**config.mk**
```make
export PLATFORM = sky130hd
export DESIGN_NAME = lcd_scan_ctrl
export DESIGN_NICKNAME = d
export VERILOG_FILES = /design/src/scan_pkg.sv /design/src/row_fifo.sv /design/src/lcd_scan_ctrl.sv
export SDC_FILE = /design/constraint.sdc
export NUM_CORES = 1
export LEC_CHECK = 0
export ABC_CLOCK_PERIOD_IN_PS = 3700
export BUFFER_PORTS_ARGS = -buffer_cell sky130_fd_sc_hd__buf_2
export CORE_MARGIN = 2
export CORE_UTILIZATION = 42
export DETAILED_ROUTE_END_ITERATION = 6
export PLACE_DENSITY = 0.6
export SLEW_MARGIN = 5
export SYNTH_ARGS = -nofsm -noshare
export SYNTH_HDL_FRONTEND = slang
export SYNTH_SLANG_ARGS = --single-unit
```
**constraint.sdc**
```tcl
create_clock -name clk_i -period 3.7 [get_ports clk_i]
set_input_delay 0.37 -clock clk_i [delete_from_list [all_inputs] [get_ports clk_i]]
set_output_delay 0.37 -clock clk_i [all_outputs]
set_load 0.01 [all_outputs]
```
**src/scan_pkg.sv**
```systemverilog
// package: constants for the display scan timing and drive control block
package scan_pkg;
  // duty selection codes
  localparam logic [2:0] DUTY_65 = 3'h0;
  localparam logic [2:0] DUTY_49 = 3'h1;
  localparam logic [2:0] DUTY_33 = 3'h2;
  localparam logic [2:0] DUTY_55 = 3'h3;
  localparam logic [2:0] DUTY_53 = 3'h4;
  // last row index for each duty
  localparam logic [5:0] LAST_65 = 6'h3F;
  localparam logic [5:0] LAST_49 = 6'h2F;
  localparam logic [5:0] LAST_33 = 6'h1F;
  localparam logic [5:0] LAST_55 = 6'h35;
  localparam logic [5:0] LAST_53 = 6'h33;
  // row pin count and column channel count
  localparam int unsigned ROW_PINS  = 64;
  localparam int unsigned COLS      = 132;
  localparam int unsigned ROW_AW    = 6;
  // power control bit positions
  localparam int unsigned PWR_BOOST = 2;
  localparam int unsigned PWR_REG   = 1;
  localparam int unsigned PWR_FOLL  = 0;
  localparam logic [2:0] PWR_RESET  = 3'h0;
  localparam logic [5:0] VOL_RESET  = 6'h20;
  // display clock divide: display clocks per line
  localparam logic [3:0] LINE_TICKS = 4'h4;
  // drive level codes for a driver channel
  localparam logic [1:0] LVL_OFF_POS = 2'h0;
  localparam logic [1:0] LVL_OFF_NEG = 2'h1;
  localparam logic [1:0] LVL_ON_POS  = 2'h2;
  localparam logic [1:0] LVL_ON_NEG  = 2'h3;
endpackage : scan_pkg

```
**src/row_fifo.sv**
```systemverilog
// module: small fifo that buffers display rows between fetch and latch
`timescale 1ns/10ps
`default_nettype none
module row_fifo #(
  parameter int unsigned WIDTH = 132,
  parameter int unsigned DEPTH = 4
) (
  // clock and reset
  input  wire logic             clk_i,
  input  wire logic             resetn_i,
  // write side
  input  wire logic [WIDTH-1:0] wdata_i,
  input  wire logic             wvalid_i,
  output logic                  wready_o,
  // read side
  output logic      [WIDTH-1:0] rdata_o,
  output logic                  rvalid_o,
  input  wire logic             rready_i
);
  localparam int unsigned AW = $clog2(DEPTH);

  logic [WIDTH-1:0] mem_reg [DEPTH];
  logic [WIDTH-1:0] mem_next [DEPTH];
  logic [AW-1:0]    wp_reg, wp_next, rp_reg, rp_next;
  logic [AW:0]      cnt_reg, cnt_next;
  logic [WIDTH-1:0] rdata_reg, rdata_next;
  logic             rvalid_reg, rvalid_next;
  logic             wready_reg, wready_next;
  logic             push, pop;

  // ************************************************
  // next state
  // ************************************************
  always_comb begin
    mem_next    = mem_reg;
    wp_next     = wp_reg;
    rp_next     = rp_reg;
    cnt_next    = cnt_reg;
    rdata_next  = rdata_reg;
    rvalid_next = rvalid_reg;
    // output register is refilled when empty or being taken
    pop  = (cnt_reg != '0) && (!rvalid_reg || rready_i);
    push = wvalid_i && wready_reg;
    if (rvalid_reg && rready_i) begin
      rvalid_next = 1'b0;
    end
    if (pop) begin
      rdata_next  = mem_reg[rp_reg];
      rvalid_next = 1'b1;
      rp_next     = rp_reg + 1'b1;
    end
    if (push) begin
      mem_next[wp_reg] = wdata_i;
      wp_next          = wp_reg + 1'b1;
    end
    cnt_next = cnt_reg + (AW+1)'(push) - (AW+1)'(pop);
    // ready is registered so the write side never sees a combinational path
    wready_next = (cnt_next != (AW+1)'(DEPTH));
  end

  // ************************************************
  // registers
  // ************************************************
  always_ff @(posedge clk_i or negedge resetn_i) begin
    if (!resetn_i) begin
      wp_reg     <= '0;
      rp_reg     <= '0;
      cnt_reg    <= '0;
      rdata_reg  <= '0;
      rvalid_reg <= 1'b0;
      wready_reg <= 1'b1;
      for (int i = 0; i < DEPTH; i++) begin
        mem_reg[i] <= '0;
      end
    end else begin
      wp_reg     <= wp_next;
      rp_reg     <= rp_next;
      cnt_reg    <= cnt_next;
      rdata_reg  <= rdata_next;
      rvalid_reg <= rvalid_next;
      wready_reg <= wready_next;
      mem_reg    <= mem_next;
    end
  end

  assign wready_o = wready_reg;
  assign rdata_o  = rdata_reg;
  assign rvalid_o = rvalid_reg;
endmodule // row_fifo
`default_nettype wire

```
**src/lcd_scan_ctrl.sv**
```systemverilog
// module: display scan timing, row sequencing, drive selection and power control
// Summary of operation
// - timing strobes for line advance and latch load come from display clock only
// - each row is latched with the display clock then driven to column outputs
// - row fetch uses its own port, independent of host ram traffic
// - row timing and polarity signal generated; polarity alternates over two frames
// - scan direction input selects ascending or descending row order
// - normal scan runs row 0 to last row of the duty; reverse runs down
// - reduced duties split lines over lowest and highest pin groups, mirrored in reverse
// - each driver level comes from latched data, row scan and polarity
// - three power bits switch booster, regulator, follower; one means on
// - supply stages are enabled only in master operation
// - regulator takes a 64-level volume setting held by the device
// - clock source select high enables oscillator in master operation only, low stops it for external tick
// - on/off, reverse and all-on modify latch output only, never ram
// - first scanned line follows start line; changes scroll the image
`timescale 1ns/10ps
`default_nettype none
module lcd_scan_ctrl
  import scan_pkg::*;
#(
  parameter int unsigned FIFO_DEPTH = 4
) (
  // clock and reset
  input  wire logic                clk_i,
  input  wire logic                resetn_i,
  // clock source
  input  wire logic                clock_source_select_i,
  input  wire logic                external_tick_input_i,
  input  wire logic                master_i,
  output logic                     osc_enable_o,
  // display configuration
  input  wire logic [2:0]          duty_sel_i,
  input  wire logic                scan_reverse_i,
  input  wire logic [5:0]          start_line_i,
  input  wire logic                display_on_i,
  input  wire logic                display_invert_i,
  input  wire logic                all_on_i,
  // display ram read port
  output logic [5:0]               ram_line_o,
  output logic                     ram_req_o,
  input  wire logic [COLS-1:0]     ram_data_i,
  input  wire logic                ram_valid_i,
  output logic                     ram_ready_o,
  input  wire logic                icon_data_i,
  // power control
  input  wire logic [2:0]          power_ctrl_i,
  input  wire logic                power_wr_i,
  input  wire logic [5:0]          volume_i,
  input  wire logic                volume_wr_i,
  output logic                     booster_en_o,
  output logic                     regulator_en_o,
  output logic                     follower_en_o,
  output logic [5:0]               reference_voltage_o,
  // panel drive
  output logic                     ac_polarity_signal_o,
  output logic [COLS-1:0][1:0]     column_driver_output_o,
  output logic [ROW_PINS-1:0][1:0] row_driver_o,
  output logic [1:0]               icon_row_o,
  output logic                     line_strobe_o
);

  // decode last row index of a duty
  function automatic logic [5:0] last_row(input logic [2:0] d);
    unique case (d)
      DUTY_49: last_row = LAST_49;
      DUTY_33: last_row = LAST_33;
      DUTY_55: last_row = LAST_55;
      DUTY_53: last_row = LAST_53;
      default: last_row = LAST_65;
    endcase
  endfunction

  // map scan position to physical row pin
  function automatic logic [5:0] row_pin(input logic [5:0] pos, input logic [2:0] d,
                                         input logic rev);
    logic [5:0] lst;
    logic [5:0] half;
    logic [5:0] p;
    lst  = last_row(d);
    half = 6'((7'(lst) + 7'h01) >> 1);
    p    = rev ? (lst - pos) : pos;
    if (d == DUTY_65 || p < half) begin
      row_pin = p;
    end else begin
      row_pin = 6'(7'h40 - 7'(lst) + 7'(p) - 7'h01);
    end
  endfunction

  // ************************************************
  // tick source and timing
  // ************************************************
  logic       tick_prev_reg, tick_prev_next;
  logic       tick;
  logic [3:0] div_reg, div_next;
  logic [5:0] pos_reg, pos_next;
  logic       icon_phase_reg, icon_phase_next;
  logic       pol_reg, pol_next;
  logic       strobe_reg, strobe_next;
  logic       osc_reg, osc_next;

  always_comb begin
    tick_prev_next = external_tick_input_i;
    // oscillator mode ticks every clock; external mode ticks on rising tick edge
    tick     = clock_source_select_i ? 1'b1 : (external_tick_input_i && !tick_prev_reg);
    osc_next = clock_source_select_i && master_i;
    div_next        = div_reg;
    pos_next        = pos_reg;
    icon_phase_next = icon_phase_reg;
    pol_next        = pol_reg;
    strobe_next     = 1'b0;
    if (tick) begin
      if (div_reg == LINE_TICKS - 4'h1) begin
        div_next    = '0;
        strobe_next = 1'b1;
        if (icon_phase_reg) begin
          icon_phase_next = 1'b0;
          pos_next        = '0;
          pol_next        = !pol_reg;
        end else if (pos_reg >= last_row(duty_sel_i)) begin
          icon_phase_next = 1'b1;
        end else begin
          pos_next = pos_reg + 6'h01;
        end
      end else begin
        div_next = div_reg + 4'h1;
      end
    end
  end

  always_ff @(posedge clk_i or negedge resetn_i) begin
    if (!resetn_i) begin
      tick_prev_reg  <= 1'b0;
      div_reg        <= '0;
      pos_reg        <= '0;
      icon_phase_reg <= 1'b0;
      pol_reg        <= 1'b0;
      strobe_reg     <= 1'b0;
      osc_reg        <= 1'b0;
    end else begin
      tick_prev_reg  <= tick_prev_next;
      div_reg        <= div_next;
      pos_reg        <= pos_next;
      icon_phase_reg <= icon_phase_next;
      pol_reg        <= pol_next;
      strobe_reg     <= strobe_next;
      osc_reg        <= osc_next;
    end
  end

  // ************************************************
  // row fetch through fifo
  // ************************************************
  logic [COLS-1:0] fifo_data;
  logic            fifo_valid;
  logic            fifo_take;

  row_fifo #(
    .WIDTH (COLS),
    .DEPTH (FIFO_DEPTH)
  ) u_row_fifo (
    .clk_i    (clk_i),
    .resetn_i (resetn_i),
    .wdata_i  (ram_data_i),
    .wvalid_i (ram_valid_i),
    .wready_o (ram_ready_o),
    .rdata_o  (fifo_data),
    .rvalid_o (fifo_valid),
    .rready_i (fifo_take)
  );

  logic [5:0] line_reg, line_next;
  logic       req_reg, req_next;

  always_comb begin
    // ram line address offset by start line so changing it scrolls
    // next row is asked for at this strobe, giving a slow ram a whole line to answer;
    // limitation: the first line after reset shows the cleared latch
    line_next = strobe_next ? 6'(start_line_i + pos_next) : line_reg;
    req_next  = strobe_next && !icon_phase_next;
  end

  always_ff @(posedge clk_i or negedge resetn_i) begin
    if (!resetn_i) begin
      line_reg <= '0;
      req_reg  <= 1'b0;
    end else begin
      line_reg <= line_next;
      req_reg  <= req_next;
    end
  end

  // ************************************************
  // display latch and drive selection
  // ************************************************
  logic [COLS-1:0]            latch_reg, latch_next;
  logic                       icon_reg, icon_next;
  logic [5:0]                 act_pin_reg, act_pin_next;
  logic                       act_icon_reg, act_icon_next;
  logic [COLS-1:0][1:0]       col_next;
  logic [COLS-1:0][1:0]       col_reg;
  logic [ROW_PINS-1:0][1:0]   row_next;
  logic [ROW_PINS-1:0][1:0]   row_reg;
  logic [1:0]                 iconr_reg, iconr_next;

  // strobe consumes one buffered row; latch holds it for the line
  assign fifo_take = strobe_next && !icon_phase_reg;

  always_comb begin
    latch_next    = latch_reg;
    icon_next     = icon_reg;
    act_pin_next  = act_pin_reg;
    act_icon_next = act_icon_reg;
    if (strobe_next) begin
      if (!icon_phase_reg && fifo_valid) begin
        latch_next = fifo_data;
      end
      icon_next     = icon_data_i;
      act_icon_next = icon_phase_reg;
      act_pin_next  = row_pin(pos_reg, duty_sel_i, scan_reverse_i);
    end
  end

  // pixel on decision applies modes to latched data only, ram untouched
  function automatic logic pix_on(input logic d);
    pix_on = !display_on_i ? 1'b0 : (all_on_i ? 1'b1 : (d ^ display_invert_i));
  endfunction

  generate
    for (genvar c = 0; c < COLS; c++) begin : g_col
      always_comb begin
        col_next[c] = act_icon_reg ? (pix_on(icon_reg) ? {1'b1, pol_reg} : {1'b0, pol_reg})
                    : (pix_on(latch_reg[c]) ? {1'b1, pol_reg} : {1'b0, pol_reg});
      end
    end
    for (genvar r = 0; r < ROW_PINS; r++) begin : g_row
      always_comb begin
        row_next[r] = (!act_icon_reg && act_pin_reg == 6'(r)) ? {1'b1, pol_reg}
                    : {1'b0, pol_reg};
      end
    end
  endgenerate

  assign iconr_next = {act_icon_reg, pol_reg};

  always_ff @(posedge clk_i or negedge resetn_i) begin
    if (!resetn_i) begin
      latch_reg    <= '0;
      icon_reg     <= 1'b0;
      act_pin_reg  <= '0;
      act_icon_reg <= 1'b0;
      col_reg      <= '0;
      row_reg      <= '0;
      iconr_reg    <= '0;
    end else begin
      latch_reg    <= latch_next;
      icon_reg     <= icon_next;
      act_pin_reg  <= act_pin_next;
      act_icon_reg <= act_icon_next;
      col_reg      <= col_next;
      row_reg      <= row_next;
      iconr_reg    <= iconr_next;
    end
  end

  // ************************************************
  // power control and volume
  // ************************************************
  logic [2:0] pwr_reg, pwr_next;
  logic [5:0] vol_reg, vol_next;
  logic [2:0] en_reg, en_next;

  always_comb begin
    // setting lands at once; scan state is not touched
    pwr_next = power_wr_i ? power_ctrl_i : pwr_reg;
    vol_next = volume_wr_i ? volume_i : vol_reg;
    en_next  = master_i ? pwr_next : 3'h0;
  end

  always_ff @(posedge clk_i or negedge resetn_i) begin
    if (!resetn_i) begin
      pwr_reg <= PWR_RESET;
      vol_reg <= VOL_RESET;
      en_reg  <= PWR_RESET;
    end else begin
      pwr_reg <= pwr_next;
      vol_reg <= vol_next;
      en_reg  <= en_next;
    end
  end

  assign osc_enable_o           = osc_reg;
  assign ram_line_o             = line_reg;
  assign ram_req_o              = req_reg;
  assign booster_en_o           = en_reg[PWR_BOOST];
  assign regulator_en_o         = en_reg[PWR_REG];
  assign follower_en_o          = en_reg[PWR_FOLL];
  assign reference_voltage_o    = vol_reg;
  assign ac_polarity_signal_o   = pol_reg;
  assign column_driver_output_o = col_reg;
  assign row_driver_o           = row_reg;
  assign icon_row_o             = iconr_reg;
  assign line_strobe_o          = strobe_reg;
endmodule // lcd_scan_ctrl
`default_nettype wire

```
==> results.json, run 1 <==
{
  "coreArea_sq_um": 105000,
  "postRouteAntennaNets": 0,
  "layout_common_cells": "1036 x dfrtp_1, 803 x mux2_2, 573 x buf_2",
  "grt_first_pass_wirelength_um": 167000,
  "max_freq_ghz": 0.298,
  "finalNetCount": 3831,
  "internal-power_mw": 32.5,
  "reg2reg_to": "ram_line_o[5]",
  "max_stage_delay_ns": 0.51,
  "yosysTopAreaCell": "dfrtp_1",
  "wl_per_cell_um": 20.8,
  "cp_num_cells": 17,
  "synthArstFlopShare_pct": 100,
  "synth_edf_count": 0,
  "slew_violations": 0,
  "cts_sinks": 1041,
  "tightest_slew_ns": 1.10,
  "setup-violations-final": 0,
  "ys_top_cells_by_area": "dfrtp_1 58%, mux2_2 20%, mux4_2 6.7%",
  "seqPwrFrac_pct": 41.3,
  "r2r_start": "pos_reg[3]",
  "drtIter0Drc": 1236,
  "drcViolationCount": 0,
  "max_slew_margin_pct": 26.4,
  "fin_util_pct": 50.9,
  "initial_utilization_pct": 42.4,
  "startpoint_type": "flop",
  "yosysSeqAreaShare_pct": 58.4,
  "worstPathRequired_ns": 4.27,
  "final_common_cell": "dfrtp_1",
  "fin_crit_sh_pct": 90.7,
  "grt_max_degree": 198,
  "die_w_um": 330,
  "crit_slowest_cell": "dfrtp_1",
  "rr_worst_depth": 17,
  "critPathTopFamily": "compound AO/OA/AOI/OAI gates",
  "synth_top_area_share_pct": 58.3,
  "power_density_nw_per_um2": 875,
  "totalWireLength_um": 107000,
  "rrSetupSlack_ns": 0.35,
  "grt_pass1_vias": 27475,
  "ios": 577,
  "worstSetupPathType": "reg -> reg",
  "synth_seq_cells": 1041,
  "p_clk_share_pct": 23.9,
  "synthFlopType": "dfrtp_1",
  "cts_buffer_depth": 3,
  "overflow": 0,
  "status": "complete, no violations",
  "swShare_pct": 30.7,
  "cp_common_cell": "o21ai_1",
  "tns_ns": 0,
  "cts_buffers": 110,
  "syn_inst": 3082,
  "antenna_found_initial": 21,
  "avgSynthCellArea_sq_um": 14.5,
  "hold_violations": 0,
  "worstPathMaxFanout": 8,
  "die_h_um": 330,
  "syn2layout_area_growth_pct": 20.1,
  "hold_path.class": "in -> reg",
  "pwr-share-comb_pct": 34.8,
  "largest_reg_flops": 528,
  "crit_path_cell_trace": "inv_1 > ha_1 > nand4_1 > o21ai_1 > buf_4 > nor2_1 > nor2b_1 > a21oi_1 > o21ai_1 > ha_1 > a21o_1 > a21oi_2 > o21bai_1 > a21oi_2 > xnor2_1 > xnor2_1 > o21ai_1",
  "clock_latency_ns": 0.72,
  "clockRootBuffer": "clkbuf_16",
  "htreeDepth": 3,
  "drt_pass1_iterations": 5,
  "p_leak_nw": 25.0,
  "rows": 119,
  "maxCapViolations": 0,
  "skew_ns": 0.0294,
  "grt_usage_pct": 19.8,
  "synth_nets": 3279,
  "viasPerCell": 5.11,
  "cts_tree": "done",
  "crit_path_end_kind": "flop",
  "gp_congestion": 0.804,
  "ys_warn_count": 0,
  "synth.cell_area_sq_um": 44600,
  "critPathLaunch": "pos_reg[3]",
  "crit_buf_inv": 2,
  "fin_crit_ns": 3.35,
  "postLayoutSetupSlackWorst_ns": 0.345,
  "vdd.ir_drop.worst_mv": 0.702,
  "dp_hpwl_um": 66300,
  "drive_gt1_share_pct": 48.4,
  "arrival_ns": 3.93,
  "crit_path_end": "ram_line_o[5]",
  "fp.dieArea_sq_um": 109000,
  "switchingPower_mw": 14.4,
  "clk_pin_slew_ns": 0.06,
  "io_buffer_count": 576,
  "ys_types": 56,
  "routed-via-count": 26273,
  "place_ws_ns": -0.106,
  "hold_ws_ns": 0.131
}
-- worst min-delay path by stage --
stage | start | endpoint | slack [ns] | depth (start not counted)
CTS | display_on_i | column_driver_output_o[109] | 0.08 | 4
global route | power_wr_i | en_reg[1] | 0.12 | 3
detailed placement | ac_polarity_signal_o | column_driver_output_o[0] | 0.42 | 0
finish | power_wr_i | en_reg[0] | 0.13 | 3
floorplan | resetn_i | ac_polarity_signal_o | 0.07 | 0
global placement | ac_polarity_signal_o | column_driver_output_o[0] | 0.41 | 0
-- final cells by class --
class,instances,area [sq um]
multi-input cells,1634,16300
well taps,1391,1740
clock buffers,172,3330
clock inverters,36,433
fillers,9030,51700
inverters,27,101
repair buffers,820,5550
flip-flops and latches,1041,26100
diodes,16,40.0
-- synth_stat cells (3+ instances only) --
master,number
o21ai_0,148
xor2_1,138
and2_1,6
nand2_1,176
nor2b_1,7
nand4_1,5
nand3b_1,3
o211ai_1,4
a21o_1,7
dfrtp_1,1039
buf_2,17
nor2_1,84
nor3_1,4
inv_1,27
nand3_1,12
mux4_2,132
ha_1,30
xnor2_1,20
a21oi_2,3
buf_4,196
mux2i_1,3
clkbuf_1,119
mux2_2,803
buf_1,47
a21oi_1,12
fa_1,4
-- cell families (layout without fill, tap and decap cells) --
group | after synthesis | after routing | share of synthesized area (%)
DFF | 1041 | 1041 | 58.4
muxes | 938 | 938 | 27.0
buffers and inverters | 407 | 1055 | 5.14
and+or+nand+nor | 315 | 315 | 3.00
AOI/OAI and AO/OA | 189 | 189 | 2.30
xor gates and xnor gates | 158 | 158 | 3.10
adders and majority gates | 34 | 34 | 1.02
other | 0 | 16 | 0
-- power groups by stage --
stage	Clock, mW	Combinational (mW)	Sequential (mW)
floorplan	0	13.0	18.8
global placement	0	16.0	19.5
detailed placement	0	16.2	19.7
CTS	11.5	16.5	19.5
global route	12.0	17.8	20.0
finish	11.2	16.3	19.4
-- worst register-to-register path: stages, from the launching register on --
cell and delay (ns):
dfrtp_1 0.51, inv_1 0.20, ha_1 0.36, nand4_1 0.09
o21ai_1 0.22, buf_4 0.16, nor2_1 0.05, nor2b_1 0.13
a21oi_1 0.05, o21ai_1 0.21, ha_1 0.28, a21o_1 0.17
a21oi_2 0.17, o21bai_1 0.10, a21oi_2 0.16, xnor2_1 0.15
xnor2_1 0.15, o21ai_1 0.07
-- what timing repair did --
item	4_1_cts	5_1_grt
gates resized for setup	0	4
hold endpoints to repair	617	0
setup buffers	0	2
hold buffers	156	0
setup endpoints to repair	0	1
-- per-stage QoR --
stage | area (sq um) | total power [mW] | std cells
finish | 53600 | 46.9 | 5137
global route | 53600 | 49.9 | 5133
detailed placement | 48200 | 35.9 | 4754
floorplan | 44600 | 31.8 | 3082
global placement | 48200 | 35.5 | 4754
CTS | 53500 | 47.5 | 5118
-- routing by layer --
| metal | routed length, um | track usage [%] | vias to the layer above | share of wire (%) |
|---|---|---|---|---|
| li1 | - | - | 11751 | - |
| met1 | 46600 | 26.6 | 13790 | 44 |
| met2 | 53000 | 33.6 | 575 | 50 |
| met3 | 4970 | 3.29 | 147 | 4.7 |
| met4 | 1980 | 5.10 | 10 | 1.9 |
| met5 | 67 | 0 | - | 0.063 |
No activity file was read; power rests on OpenSTA's default activity.
==> run 2: changes to the inputs <==
Settings changed: SYNTH_HIERARCHICAL from default to 1.
==> run 2 against run 1 <==
Core utilization shrank 0.075 points. Die area grew 0.74%. Combinational power shrank 14%. Sequential share of layout area shrank 0.13 points. Sequential power shrank 3%. Final area grew 0.28%. Area after synthesis grew 0.74%. Clock-buffer cell count shrank 12. Critical path depth shrank 3. Largest power group unchanged.
==> results.json, run 2 <==
{
  "drive_gt1_share_pct": 46.2,
  "syn_inst": 3101,
  "critPathLaunch": "pos_reg[5]",
  "synth_edf_count": 0,
  "hold_violations": 0,
  "status": "complete, no violations",
  "finalInstanceArea_sq_um": 53700,
  "startpoint_type": "flop",
  "ys_warn_count": 6,
  "worstPathMaxFanout": 10,
  "ys_top_cells_by_area": "dfrtp_1 58%, mux2_2 18%, mux4_2 6.7%",
  "p_leak_nw": 25.3,
  "place_area_sq_um": 48400,
  "skew_ns": 0.0323,
  "htreeDepth": 3,
  "yosysSeqAreaShare_pct": 58.0,
  "largest_reg_flops": 528,
  "drt_pass1_iterations": 5,
  "max_slew_margin_pct": 35.0,
  "fp.dieArea_sq_um": 110000,
  "wl_per_cell_um": 20.2,
  "crit_path_end_kind": "flop",
  "r2r_start": "pos_reg[5]",
  "totalWireLength_um": 104000,
  "hold_ws_ns": 0.0850,
  "antenna_found_initial": 10,
  "fin_crit_ns": 3.44,
  "overflow": 0,
  "grt_usage_pct": 18.9,
  "hp-start": "power_wr_i",
  "fin_crit_sh_pct": 93.1,
  "synth.cell_area_sq_um": 44900,
  "power_density_nw_per_um2": 820,
  "final_common_cell": "dfrtp_1",
  "coreArea_sq_um": 106000,
  "ios": 577,
  "synthArstFlopShare_pct": 100,
  "slew_violations": 0,
  "cts_tree": "done",
  "dp_hpwl_um": 64500,
  "netlist_top_cells_count": "1039 x dfrtp_1, 723 x mux2_2, 206 x buf_4, 179 x nand2_1, 146 x o21ai_0",
  "avgSynthCellArea_sq_um": 14.5,
  "io_buffer_count": 576,
  "grt_setup_unrepaired": "no",
  "setup-violations-final": 0,
  "grt_max_degree": 198,
  "die_h_um": 331,
  "grt_first_pass_wirelength_um": 161000,
  "ys_types": 60,
  "viasPerCell": 5.05,
  "worstSetupPathType": "reg -> reg",
  "worstPathRequired_ns": 4.25,
  "synthFlopType": "dfrtp_1",
  "rows": 119,
  "clock_latency_ns": 0.70,
  "hold_path.class": "in -> reg",
  "max_stage_delay_ns": 0.43,
  "cts_buffer_depth": 3,
  "layout_common_cells": "1035 x dfrtp_1, 723 x mux2_2, 573 x buf_2",
  "dp_cells": 4780,
  "crit_buf_inv": 0,
  "postRouteAntennaNets": 0,
  "cts_setup_buffers": 0,
  "cts_sinks": 1041,
  "critPathTopFamily": "compound AO/OA/AOI/OAI gates",
  "crit_slowest_cell": "dfrtp_1",
  "tightest_slew_ns": 0.975,
  "instances_no_fill": 5136,
  "synth_top_area_share_pct": 57.9,
  "crit_path_cell_trace": "ha_1 > a21oi_1 > o31ai_2 > a31oi_4 > nor2_1 > nor2_1 > o21ai_2 > ha_1 > a211oi_1 > o21bai_1 > a21oi_1 > xnor2_1 > mux4_2 > nand3b_1",
  "grt_pass1_vias": 27491,
  "initial_utilization_pct": 42.5,
  "synth_most_common_cell": "dfrtp_1",
  "die_w_um": 331,
  "max_freq_ghz": 0.290,
  "finalNetCount": 3854,
  "gp_congestion": 0.795,
  "syn2layout_area_growth_pct": 19.6,
  "clk_pin_slew_ns": 0.06,
  "arrival_ns": 4.00,
  "maxCapViolations": 0,
  "routed-via-count": 25913,
  "drtIter0Drc": 1135,
  "vdd.ir_drop.worst_mv": 0.404,
  "yosysTopAreaCell": "dfrtp_1",
  "drcViolationCount": 0,
  "cts_buffers": 109,
  "synth_seq_cells": 1041,
  "synth_nets": 3298,
  "clockRootBuffer": "clkbuf_16"
}
-- run 2: metal layers --
layer	vias to the layer above	track usage (%)	share of wire, %
met3	140	3.45	4.0
met5	-	0	0.026
met1	13523	24.8	43
li1	11800	-	-
met4	4	5.71	2.2
met2	446	32.1	50
-- run 2: cells by family after synthesis --
logic type | synth area share (%)
multiplexers | 26.9
AND/OR/NAND/NOR | 3.10
adder cells (fa/ha/maj) | 1.01
AO/OA/AOI/OAI | 2.48
flip-flops | 58.0
buffers and inverters | 5.56
XOR/XNOR | 2.98
-- run 2: layout make-up --
type	count	area (sq um)
Multi-Input combinational cell	1650	16400
Sequential cell	1041	26100
Inverter	24	95.1
Fill cell	9173	52000
Clock buffer	160	3240
Timing Repair Buffer	831	5670
Tap cell	1391	1740
Clock inverter	31	443
Antenna cell	8	20.0
-- run 2: where the power goes --
group	internal, mW	total, mW	switching, mW	leakage, nW
sequential	16.3	18.9	2.64	12.7
combinational	8.31	14.0	5.70	10.8
clock	6.61	11.1	4.52	1.81
-- run 2: metrics by stage --
| step | power, mW | utilization (%) | setup slack [ns] | TNS [ns] |
|---|---|---|---|---|
| 2_1_floorplan | 29.2 | - | 0.0175 | 0 |
| 3_3_place_gp | 32.8 | 45.8 | -0.191 | -0.239 |
| 3_5_place_dp | 33.2 | 45.8 | -0.212 | -0.312 |
| 4_1_cts | 44.7 | 50.8 | 0.181 | 0 |
| 5_1_grt | 46.8 | 50.8 | 0.0311 | 0 |
| 6_report | 44.1 | 50.8 | 0.256 | 0 |
-- run 2: what timing repair did --
action                                 in CTS  in global routing
setup endpoints to repair                   0                  1
endpoints found under the hold margin     610                  0
hold buffers                              156                  0
resized for setup                           0                  1
-- run 2: worst reg2reg max path: stages, from the launching register on --
cell and delay [ns]:
dfrtp_1 0.43, ha_1 0.39, a21oi_1 0.22, o31ai_2 0.12, a31oi_4 0.29, nor2_1 0.07
nor2_1 0.20, o21ai_2 0.09, ha_1 0.30, a211oi_1 0.26, o21bai_1 0.11, a21oi_1 0.19
xnor2_1 0.18, mux4_2 0.32, nand3b_1 0.16
-- run 2: worst paths after layout --
| path | to | slack (ns) | cells after the start |
|---|---|---|---|
| worst max register to register | ram_line_o[5] | 0.26 | 14 |
| worst min register to register | column_driver_output_o[0] | 0.42 | 0 |
| worst min-delay path | en_reg[2] | 0.09 | 3 |
| max in group asynchronous | u_row_fifo/rdata_o[17] | 2.29 | 3 |
| worst max-delay path | ram_line_o[5] | 0.26 | 14 |
| min in group asynchronous | u_row_fifo/mem_reg[248] | 0.32 | 2 |
==> run 3: changes to the inputs <==
Settings changed: CTS_BUF_LIST from default to sky130_fd_sc_hd__clkbuf_8.
==> run 3 against run 2 <==
Flip-flop and latch count unchanged. Total power down 2.3%. Sequential power about the same. Register-to-register slack about the same. Core utilization down 0.11 points. Non-clock buffer count up 7. Wire length up 0.59%. Sequential share of layout area up 0.11 points. Via count up 1.3%. Combinational power about the same. Critical path type unchanged. Critical endpoint unchanged. Largest cell class unchanged.
==> results.json, run 3 (synthesis results as in run 2) <==
{
  "drtIter0Drc": 973,
  "power_density_nw_per_um2": 803,
  "worstSetupPathType": "reg -> reg",
  "layout_common_cells": "1035 x dfrtp_1, 723 x mux2_2, 573 x buf_2",
  "grt_pass1_vias": 28043,
  "worstPathMaxFanout": 10,
  "startpoint_type": "flop",
  "cts_buffer_depth": 3,
  "grt_max_degree": 198,
  "fin_crit_sh_pct": 93.1,
  "hold_path_end": "column_driver_output_o[137]",
  "drt_pass1_iterations": 4,
  "tightest_slew_ns": 0.968,
  "rr_worst_depth": 14,
  "die_w_um": 331,
  "fin_crit_ns": 3.45,
  "switchingPower_mw": 12.9,
  "critPathTopFamily": "compound AO/OA/AOI/OAI gates",
  "finalInstanceArea_sq_um": 53600,
  "crit_path_cell_trace": "ha_1 > a21oi_1 > o31ai_2 > a31oi_4 > nor2_1 > nor2_1 > o21ai_2 > ha_1 > a211oi_1 > o21bai_1 > a21oi_1 > xnor2_1 > mux4_2 > nand3b_1",
  "finalNetCount": 3925,
  "fillCellCount": 9273,
  "grt_setup_unrepaired": "no",
  "hp-start": "display_on_i",
  "hold_path.class": "in -> reg",
  "fp.dieArea_sq_um": 110000,
  "syn2layout_area_growth_pct": 19.3,
  "viasPerCell": 5.00,
  "place_area_sq_um": 48400,
  "ios": 577,
  "p_leak_nw": 25.5,
  "cts_tree": "done",
  "cts_sinks": 1041,
  "slew_violations": 0,
  "routed-via-count": 26247,
  "rows": 119,
  "max_freq_ghz": 0.290,
  "dp_hpwl_um": 64500,
  "cts_setup_buffers": 0,
  "final_common_cell": "dfrtp_1",
  "place_ws_ns": -0.212,
  "htreeDepth": 4,
  "grt_first_pass_wirelength_um": 162000,
  "arrival_ns": 4.16,
  "min_path_cells": 4,
  "vdd.ir_drop.worst_mv": 0.370,
  "max_slew_margin_pct": 35.5,
  "cts_buffers": 173,
  "clock_latency_ns": 0.85,
  "grt_usage_pct": 19.1,
  "crit_path_end_kind": "flop",
  "overflow": 0,
  "rrSetupSlack_ns": 0.25,
  "largest_reg_flops": 528,
  "postRouteAntennaNets": 0,
  "reg2reg_to": "ram_line_o[5]",
  "maxCapViolations": 0,
  "postLayoutSetupSlackWorst_ns": 0.255,
  "p_clk_share_pct": 23.4,
  "max_stage_delay_ns": 0.43,
  "die_h_um": 331,
  "initial_utilization_pct": 42.5,
  "seqPwrFrac_pct": 44.0,
  "antenna_found_initial": 9,
  "hold_violations": 0,
  "skew_ns": 0.0557,
  "pwr-share-comb_pct": 32.6,
  "setup-violations-final": 0,
  "totalWireLength_um": 105000,
  "crit_slowest_cell": "dfrtp_1",
  "critPathLaunch": "pos_reg[5]",
  "status": "complete, no violations",
  "r2r_start": "pos_reg[5]",
  "drcViolationCount": 0,
  "worstPathRequired_ns": 4.41,
  "internal-power_mw": 30.1,
  "coreArea_sq_um": 106000,
  "wl_per_cell_um": 19.9,
  "clk_pin_slew_ns": 0.06,
  "crit_buf_inv": 0,
  "io_buffer_count": 576,
  "drive_gt1_share_pct": 46.6,
  "clockRootBuffer": "clkbuf_8",
  "swShare_pct": 30.1,
  "gp_congestion": 0.795
}
## run 3: final cells by class
class                           instances  area, sq um  area share, %
Antenna cell                            8         20.0         0.0373
Multi-Input combinational cell       1650        16400           30.7
Tap cell                             1391         1740           3.25
Sequential cell                      1041        26100           48.6
Timing Repair Buffer                  838         5740           10.7
Clock inverter                         84          510          0.952
Clock buffer                          217         2990           5.57
Inverter                               24         95.1          0.177
## run 3: worst max-delay path by stage
stage,to,slack [ns],cells after the start
finish,ram_line_o[5],0.25,14
global route,ram_line_o[5],0.04,14
CTS,ram_line_o[5],0.19,15
detailed placement,ram_line_o[5],-0.21,17
global placement,ram_line_o[5],-0.19,17
floorplan,ram_line_o[5],0.02,18
## run 3: timing repair
| action | 4_1_cts | 5_1_grt |
|---|---|---|
| endpoints found under the hold margin | 623 | 0 |
| endpoints found under the setup margin | 0 | 1 |
| hold buffers | 163 | 0 |
| gates resized for setup | 0 | 1 |
## run 3: tightest hold or removal path, cell delays in order
cell      delay, ns
buf_2          0.10
o211ai_1       0.13
buf_12         0.20
nand2_1        0.10
## run 3: stage by stage
stage          hold slack [ns]  std cells  utilization [%]  TNS [ns]  total power [mW]
2_1_floorplan           0.0744       3101                -         0              29.2
3_3_place_gp             0.415       4780             45.8    -0.239              32.8
3_5_place_dp             0.409       4780             45.8    -0.312              33.2
4_1_cts                0.00412       5244             50.7         0              43.7
5_1_grt                 0.0823       5252             50.7         0              45.9
6_report                 0.118       5253             50.7         0              43.0
## run 3: per-layer routing
metal	vias up	part of all wire, %	global-route usage (%)
met5	-	0.012	0
met4	2	1.9	5.72
met3	157	3.6	3.66
met2	484	51	32.6
met1	13661	44	24.9
li1	11943	-	-
## run 3: power by group through the flow
stage | registers (mW) | clock network [mW] | logic [mW]
floorplan | 18.3 | 0 | 10.9
global placement | 19.1 | 0 | 13.8
detailed placement | 19.2 | 0 | 14.1
CTS | 19.0 | 10.5 | 14.2
global route | 19.6 | 11.0 | 15.3
finish | 18.9 | 10.1 | 14.0
